$ cat config.mk
export PLATFORM = sky130hd
export DESIGN_NAME = lds_top
export DESIGN_NICKNAME = d
export VERILOG_FILES = /design/src/common/lds_pkg.sv /design/src/design/lds_fifo.sv /design/src/design/lds_top.sv
export SDC_FILE = /design/constraint.sdc
export NUM_CORES = 2
export LEC_CHECK = 0
export BUFFER_PORTS_ARGS = -buffer_cell sky130_fd_sc_hd__clkbuf_2
export CAP_MARGIN = 10
export CORE_MARGIN = 3
export CORE_UTILIZATION = 45
export CTS_CLUSTER_SIZE = 8
export DETAILED_ROUTE_END_ITERATION = 12
export HOLD_SLACK_MARGIN = 0.06
export PLACE_DENSITY = 0.56
export SLEW_MARGIN = 20
export SYNTH_ARGS = -nofsm -noshare
export SYNTH_HDL_FRONTEND = slang
export SYNTH_SLANG_ARGS = --single-unit
$ cat constraint.sdc
create_clock -name i_mclk -period 36 [get_ports i_mclk]
set_input_delay 9 -clock i_mclk [delete_from_list [all_inputs] [get_ports i_mclk]]
set_output_delay 9 -clock i_mclk [all_outputs]
set_load 0.02 [all_outputs]
$ cat src/common/lds_pkg.sv
/*
  Shared constants and types of the serial input stage of the LED sink
  driver: shift register size, grayscale layout, latch decoding, FIFO.
  Assumes it is compiled before every design file that names it.
*/
package lds_pkg;
  localparam int SHIFT_BITS = 48;
  localparam int CHANNELS = 16;
  localparam int CH_IDX_BITS = 4;
  localparam int GS_BITS = 16;
  localparam int BLUE_LSB = 32;
  localparam int FIFO_DEPTH = 32;
  localparam int PIN_COUNT = 4;
  // pin positions inside the synchroniser vector
  localparam int PIN_SCLK = 0;
  localparam int PIN_SDATA = 1;
  localparam int PIN_LATCH = 2;
  localparam int PIN_GRAYSCALE_PWM_CLOCK = 3;
  // shift-clock edges seen while the latch strobe is high
  localparam logic [1:0] EDGES_FC_FIRST = 2'h2;
  localparam logic [1:0] EDGES_FC_SECOND = 2'h3;
  localparam logic [1:0] EDGES_RESET = 2'h0;
  localparam logic [47:0] SHIFT_RESET = 48'h0000_0000_0000;
  localparam logic [15:0] GS_RESET = 16'h0000;
  localparam logic [3:0] PINS_RESET = 4'h0;

  typedef enum logic [2:0] {
    LDS_TGT_GS = 3'b001,
    LDS_TGT_FC_FIRST = 3'b010,
    LDS_TGT_FC_SECOND = 3'b100
  } lds_target_e;

  typedef struct packed {
    lds_target_e target;
    logic [47:0] data;
  } lds_word_s;
endpackage : lds_pkg

$ cat src/design/lds_fifo.sv
/*
  Small synchronous FIFO with valid and ready on both sides.
  Assumes one clock and a reset already synchronised by the caller.
*/
`timescale 1ns/1ns
module lds_fifo #(
  parameter int WIDTH = 51,
  parameter int DEPTH = 32
) (
  input wire logic i_mclk,
  input wire logic i_nrst,
  input wire logic i_in_valid,
  output logic o_in_ready,
  input wire logic [WIDTH-1:0] i_in_data,
  output logic o_out_valid,
  input wire logic i_out_ready,
  output logic [WIDTH-1:0] o_out_data
);
  localparam int AW = $clog2(DEPTH);
  localparam logic [AW:0] FULL_COUNT = (AW+1)'(DEPTH);
  localparam logic [AW-1:0] LAST = (AW)'(DEPTH - 1);

  logic [WIDTH-1:0] mem [DEPTH];
  logic [AW-1:0] wr_ptr;
  logic [AW-1:0] rd_ptr;
  logic [AW:0] count;
  wire push = i_in_valid && o_in_ready;
  wire pop = o_out_valid && i_out_ready;

  // honest flags: full blocks the filler, empty hides stale data
  assign o_in_ready = (count != FULL_COUNT);
  assign o_out_valid = (count != '0);
  assign o_out_data = mem[rd_ptr];

  // storage has no reset; only written slots are ever read
  always_ff @(posedge i_mclk) begin
    if (push) begin
      mem[wr_ptr] <= i_in_data;
    end
  end

  // pointers wrap at depth, which need not be a power of two
  always_ff @(posedge i_mclk or negedge i_nrst) begin
    if (!i_nrst) begin
      wr_ptr <= '0;
      rd_ptr <= '0;
      count <= '0;
    end else begin
      if (push) begin
        wr_ptr <= (wr_ptr == LAST) ? '0 : wr_ptr + 1'b1;
      end
      if (pop) begin
        rd_ptr <= (rd_ptr == LAST) ? '0 : rd_ptr + 1'b1;
      end
      count <= count + (AW+1)'(push) - (AW+1)'(pop);
    end
  end
endmodule : lds_fifo

$ cat src/design/lds_top.sv
/*
  Serial input stage of a 48-channel LED sink driver: pin synchronisers,
  the 48-bit common shift register with daisy-chain output, latch decode
  into a FIFO, and the blue grayscale store with its PWM comparators.
  Assumes the four link pins are asynchronous to i_mclk and change slower than it; i_update_hold is used unsynchronised.
*/
`timescale 1ns/1ns
module lds_top #(
  parameter int SHIFT_BITS = lds_pkg::SHIFT_BITS,
  parameter int FIFO_DEPTH = lds_pkg::FIFO_DEPTH
) (
  input wire logic i_mclk,
  input wire logic i_nrst,
  input wire logic i_shift_clock,
  input wire logic i_serial_data_in,
  input wire logic i_latch_strobe,
  input wire logic i_grayscale_pwm_clock,
  input wire logic i_update_hold,
  output logic o_serial_data_out,
  output logic o_capture_ready,
  output logic [15:0] o_blue_sink_output,
  output logic [47:0] o_function_control_first,
  output logic [47:0] o_function_control_second
);
  localparam int WW = $bits(lds_pkg::lds_word_s);

  // queue entries are told apart in three places, so one compare
  function automatic logic is_target(
    input lds_pkg::lds_word_s w,
    input lds_pkg::lds_target_e t
  );
    return w.target == t;
  endfunction : is_target

  // bits high in the first vector and low in the second; gives rise
  // and fall of the settled pin levels from one expression
  function automatic logic [3:0] only_in_first(
    input logic [3:0] a,
    input logic [3:0] b
  );
    return a & ~b;
  endfunction : only_in_first

  logic rst_s1;
  logic rst_s2;
  logic [3:0] pin_s1;
  logic [3:0] pin_s2;
  logic [3:0] pin_s3;
  logic [3:0] pin_level;
  logic [SHIFT_BITS-1:0] shift_reg;
  logic [1:0] latch_edges;
  logic [15:0] gs_mem [lds_pkg::CHANNELS];
  logic [3:0] gs_idx;
  logic [15:0] pwm_cnt;
  logic [15:0] next_sink;
  lds_pkg::lds_word_s push_word;
  lds_pkg::lds_word_s pop_word;
  logic fifo_in_ready;
  logic fifo_out_valid;

  // reset release through two flops; assertion stays asynchronous
  always_ff @(posedge i_mclk or negedge i_nrst) begin
    if (!i_nrst) begin
      rst_s1 <= 1'b0;
      rst_s2 <= 1'b0;
    end else begin
      rst_s1 <= 1'b1;
      rst_s2 <= rst_s1;
    end
  end
  wire nrst = rst_s2;

  // raw pin vector, one bit per pin position of the package
  wire [3:0] pin_raw = {i_grayscale_pwm_clock, i_latch_strobe,
                        i_serial_data_in, i_shift_clock};

  // a level counts only once stages two and three agree, which
  // rejects a single-sample glitch on every pin but serial data, which is taken from stage three
  wire [3:0] agree = ~(pin_s2 ^ pin_s3);
  wire [3:0] next_level = (agree & pin_s2) | (~agree & pin_level);
  wire [3:0] pin_rise = only_in_first(next_level, pin_level);
  wire [3:0] pin_fall = only_in_first(pin_level, next_level);
  wire sclk_rise = pin_rise[lds_pkg::PIN_SCLK];
  wire latch_fall = pin_fall[lds_pkg::PIN_LATCH];
  wire latch_high = pin_level[lds_pkg::PIN_LATCH];
  wire grayscale_pwm_clock_rise = pin_rise[lds_pkg::PIN_GRAYSCALE_PWM_CLOCK];
  // data and clock share the same delay, so the stage-three data sample
  // lines up with the clock edge the controller meant
  wire sdata = pin_s3[lds_pkg::PIN_SDATA];

  // three-flop synchronisers; stage one feeds stage two only
  always_ff @(posedge i_mclk or negedge nrst) begin
    if (!nrst) begin
      pin_s1 <= lds_pkg::PINS_RESET;
      pin_s2 <= lds_pkg::PINS_RESET;
      pin_s3 <= lds_pkg::PINS_RESET;
      pin_level <= lds_pkg::PINS_RESET;
    end else begin
      pin_s1 <= pin_raw;
      pin_s2 <= pin_s1;
      pin_s3 <= pin_s2;
      pin_level <= next_level;
    end
  end

  // common shift register: shift up, new bit at the bottom
  always_ff @(posedge i_mclk or negedge nrst) begin
    if (!nrst) begin
      shift_reg <= lds_pkg::SHIFT_RESET;
    end else if (sclk_rise) begin
      shift_reg <= {shift_reg[SHIFT_BITS-2:0], sdata};
    end
  end

  // chain output is the MSB itself, already a flop
  assign o_serial_data_out = shift_reg[SHIFT_BITS-1];

  // count shift-clock rises while the latch is high; saturates
  always_ff @(posedge i_mclk or negedge nrst) begin
    if (!nrst) begin
      latch_edges <= lds_pkg::EDGES_RESET;
    end else if (!latch_high) begin
      latch_edges <= lds_pkg::EDGES_RESET;
    end else if (sclk_rise && latch_edges != lds_pkg::EDGES_FC_SECOND) begin
      latch_edges <= latch_edges + 2'h1;
    end
  end

  // latch decode: the pulse width in shift edges picks the target
  wire sel_fc2 = (latch_edges >= lds_pkg::EDGES_FC_SECOND);
  wire sel_fc1 = (latch_edges == lds_pkg::EDGES_FC_FIRST);
  assign push_word.target = sel_fc2 ? lds_pkg::LDS_TGT_FC_SECOND :
                            sel_fc1 ? lds_pkg::LDS_TGT_FC_FIRST :
                            lds_pkg::LDS_TGT_GS;
  assign push_word.data = shift_reg;
  // a latch while the FIFO is full is dropped; ready warns the controller
  assign o_capture_ready = fifo_in_ready;

  // the hold input stalls updates so a frame can be loaded whole
  wire drain = fifo_out_valid && !i_update_hold;
  wire wr_gs = drain && is_target(pop_word, lds_pkg::LDS_TGT_GS);
  wire wr_fc1 = drain && is_target(pop_word, lds_pkg::LDS_TGT_FC_FIRST);
  wire wr_fc2 = drain && is_target(pop_word, lds_pkg::LDS_TGT_FC_SECOND);
  wire [15:0] blue_word = pop_word.data[lds_pkg::BLUE_LSB +: 16];

  // decoupling queue: a held drain lets a frame of latches pile up
  lds_fifo #(
    .WIDTH(WW),
    .DEPTH(FIFO_DEPTH)
  ) u_fifo (
    .i_mclk(i_mclk),
    .i_nrst(nrst),
    .i_in_valid(latch_fall),
    .o_in_ready(fifo_in_ready),
    .i_in_data(push_word),
    .o_out_valid(fifo_out_valid),
    .i_out_ready(drain),
    .o_out_data(pop_word)
  );

  // function control words
  always_ff @(posedge i_mclk or negedge nrst) begin
    if (!nrst) begin
      o_function_control_first <= lds_pkg::SHIFT_RESET;
      o_function_control_second <= lds_pkg::SHIFT_RESET;
    end else begin
      if (wr_fc1) begin
        o_function_control_first <= pop_word.data;
      end
      if (wr_fc2) begin
        o_function_control_second <= pop_word.data;
      end
    end
  end

  // grayscale words fill the blue channels in turn, index wraps
  always_ff @(posedge i_mclk or negedge nrst) begin
    if (!nrst) begin
      gs_idx <= '0;
      for (int i = 0; i < lds_pkg::CHANNELS; i++) begin
        gs_mem[i] <= lds_pkg::GS_RESET;
      end
    end else if (wr_gs) begin
      gs_mem[gs_idx] <= blue_word;
      gs_idx <= gs_idx + 4'h1;
    end
  end

  // pwm counter advances per grayscale clock rise; it freezes when the
  // clock stops, so outputs then change only when a grayscale word is written
  always_ff @(posedge i_mclk or negedge nrst) begin
    if (!nrst) begin
      pwm_cnt <= lds_pkg::GS_RESET;
    end else if (grayscale_pwm_clock_rise) begin
      pwm_cnt <= pwm_cnt + 16'h0001;
    end
  end

  // channel sinks while the count is below its grayscale value
  always_comb begin
    next_sink = '0;
    for (int i = 0; i < lds_pkg::CHANNELS; i++) begin
      next_sink[i] = (pwm_cnt < gs_mem[i]);
    end
  end

  // sinks come from a flop so the pins never see compare glitches
  always_ff @(posedge i_mclk or negedge nrst) begin
    if (!nrst) begin
      o_blue_sink_output <= '0;
    end else begin
      o_blue_sink_output <= next_sink;
    end
  end
endmodule : lds_top

==> run metrics <==
DRT iter0 DRCs=~3,400; delay-heaviest family, CP=flip-flops; HPWL after detailed placement=108,000 um; Setup Crit Path Kind=register to output port; setup total negative slack=0 ns; crit path cell chain=clkbuf_2; xor and xnor fraction of the mapped netlist area=0.223%; fillcell total=15,106; worst min path class=register to register; clk_lat worst skew=0.91 ns; Flop pwr share=40.9%; Crit path required time=27.00 ns; total iterations of the first detailed-routing run=5; syn_area_per_cell=19.8 um^2; row count=160; initial antenna violation count=4; post-synthesis mux area share=between 10% and 20%; Post-Syn Instances=4,362; routed via count=around 42,000; Slew HR=between 20% and 30%; RePlAce Congestion=0.751; fin. max-slew vios=0; # nets final=approximately 5,000; hold buffer count at CTS=0; Num CTS Buffers=313; sw frac=between 20% and 30%; via/cell ratio=5.68; max cap viols=0; Worst Path Arrival=2.15 ns; Crit. End Element=output port; Max Clock Freq=89.7 MHz; Core Footprint=about 190,000 um^2; Die X=444 um; initial cell density of the core=45.3%; Static Leak=34.2 nW; Post-Route WL=between 200,000 and 250,000 um; DIE HEIGHT=444 um; simple-gate share of the synthesized area=2.20%; cell-internal power=approximately 5.2 mW; adder-cell share of the synthesized area=under 10%; Reg clk slew, reported paths=approximately 0.05 ns; drt wl/cell=28.8 um; die area=just under 200,000 um^2; largest net degree at the start of global routing=177; final hold violations=0; Syn-to-layout area delta=14.5%; Yosys reg bits=2,103; largest family of logic cells by synthesized area=multiplexers; PwrDens=between 70 and 80 nW/um^2; Buffers on Ports=120; CTS tree=yes; Top reg by flops=u_fifo.mem; CP Buf/Inv Count=1; CTS root buf=clkbuf_16; # clock sinks=2,103; RSZ-0062 raised after global routing=false; dpl ws=24.51 ns; DRT antenna net count=0; Final period util=31.0%; Clock power frac=about 35%; DRC=0; share of cells above drive strength 1=31.3%; number of global-route vias before repair=~45,000; min Tclk post-route=around 11 ns; io pins=121; CP Launch Type=register; Worst IR Drop VDD=between 60 and 70 uV; outcome=complete, no violations; Compound-Gate Fraction of Synth Area=1.62%; postcts setup bufs=0; Final Util=about half; CP peak stage delay=approximately 0.94 ns; first-pass GRT wire length=between 300,000 and 400,000 um; Setup-failing EPs final=0; NetSw=2.21 mW; H-Tree Depth=5; Max stage delay cell, worst path=dfrtp_1; clk_skew=0.0573 ns; CTS max path bufs=4; syn_nets=4,634; max reg flops=1,632; final worst setup slack=24.85 ns; YS warnings=0; total gr overflow=0; Slew @ Worst Pin=1.12 ns; post-CTS resize count=0; sequential share of the synthesized area=a little over two thirds; Comb power frac=23.6%; Synth Cell Area=86,300 um^2; Yosys cell types=54; top flop regs=u_fifo.mem (1632), gs_mem (256); Crit Path Max Fanout=34; GRT Total Usage=21.9%
==> final timing paths <==
path	start	endpoint	slack [ns]	cells after the start
max	shift_reg[47]$_DFFE_PN0P_	o_serial_data_out	24.85	1
min reg2reg	pin_s1[0]$_DFF_PN0_	pin_s2[0]$_DFF_PN0_	0.35	0
min in group asynchronous	nrst$_DFF_PN0_	o_function_control_second[30]$_DFFE_PN0P_	0.43	0
min	pin_s1[0]$_DFF_PN0_	pin_s2[0]$_DFF_PN0_	0.35	0
max reg2reg	u_fifo.rd_ptr[0]$_DFFE_PN0P_	gs_mem[163]$_DFFE_PN0P_	30.82	6
max in group asynchronous	i_nrst	nrst$_DFF_PN0_	27.98	1
==> Yosys cell counts (all sizes together) <==
| cell type | instances | share of area, % |
|---|---|---|
| nand4 | 46 | 0.34 |
| clkinv | 1 | 0.0043 |
| a21oi | 88 | 0.51 |
| nor2 | 82 | 0.36 |
| conb | 1 | 0.0043 |
| nand2 | 29 | 0.13 |
| and4 | 2 | 0.020 |
| maj3 | 2 | 0.023 |
| nand3b | 4 | 0.035 |
| edfxtp | 1632 | 57 |
| inv | 255 | 1.1 |
| a21boi | 2 | 0.017 |
| and3 | 5 | 0.036 |
| or4 | 16 | 0.14 |
| nand4b | 4 | 0.041 |
| xor2 | 12 | 0.12 |
| ha | 264 | 3.8 |
| mux4 | 484 | 13 |
| nor4 | 17 | 0.12 |
| clkbuf | 39 | 0.17 |
| nand2b | 17 | 0.13 |
| nor3 | 38 | 0.43 |
| a22oi | 18 | 0.16 |
| or3 | 5 | 0.036 |
| or2 | 1 | 0.0073 |
| fa | 1 | 0.023 |
| mux2 | 450 | 6.2 |
| nor2b | 21 | 0.15 |
| and2 | 1 | 0.0073 |
| o31ai | 1 | 0.0087 |
| and2b | 1 | 0.0087 |
| nand3 | 28 | 0.16 |
| a21o | 67 | 0.58 |
| or3b | 2 | 0.020 |
| o22ai | 1 | 0.0073 |
| buf | 145 | 1.0 |
| mux2i | 40 | 0.46 |
| nor3b | 1 | 0.0087 |
| o21ai | 56 | 0.32 |
| dfrtp | 471 | 14 |
| nor4b | 1 | 0.017 |
| o21bai | 1 | 0.0087 |
| xnor2 | 10 | 0.10 |
==> cell families after synthesis <==
kind of cell,Yosys count
adder cells (fa/ha/maj),267
AO/OA/AOI/OAI,234
other,1
flip-flops,2103
AND/OR/NAND/NOR,321
multiplexers,974
XOR/XNOR,22
buffers and inverters,440
==> through the flow <==
step / power [mW] / hold slack [ns] / cells / area (um^2)
after floorplan: 4.24 / 0.331 / 4362 / 86300
after global placement: 4.85 / 0.337 / 6892 / 89900
after detailed placement: 4.87 / 0.338 / 6894 / 90000
after CTS: 7.52 / 0.350 / 7399 / 98700
after global routing: 7.77 / 0.363 / 7400 / 98800
final: 7.42 / 0.347 / 7401 / 98800
==> metal layers <==
layer	GRT usage [%]	vias up	part of all wire (%)
met4	6.43	2	2.5
li1	-	18079	-
met3	3.77	332	5.1
met1	29.8	22474	43
met5	0	-	0.0061
met2	36.5	1179	50
==> final cells by class <==
cell class | count | area (um^2) | share of cell area, %
Multi-Input combinational cell | 1819 | 23700 | 24.0
Sequential cell | 2103 | 60800 | 61.6
Timing Repair Buffer | 206 | 1350 | 1.37
Antenna cell | 1 | 2.50 | 0.00253
Clock inverter | 8 | 91.3 | 0.0925
Clock buffer | 497 | 8690 | 8.80
Tap cell | 2511 | 3140 | 3.18
Inverter | 256 | 968 | 0.980
==> cell usage in the layout, fill, tap and decap left out, types with 65 or more instances in the layout <==
cell type     n
ha_1        263
clkbuf_2    120
dfrtp_1     460
mux2_2      379
inv_1       254
edfxtp_1   1632
a21o_1       67
buf_4        78
clkbuf_1    176
clkbuf_16   321
mux2_4       65
a21oi_1      88
mux4_2      484
==> power by group through the flow <==
stage                     combinational [mW]  clock [mW]  sequential (mW)
final                                   1.75        2.63             3.03
after global routing                    1.90        2.80             3.06
after CTS                               1.80        2.69             3.04
after detailed placement                1.79           0             3.08
after global placement                  1.78           0             3.07
after floorplan                         1.18           0             3.06
(Power assumes the default switching activity.)
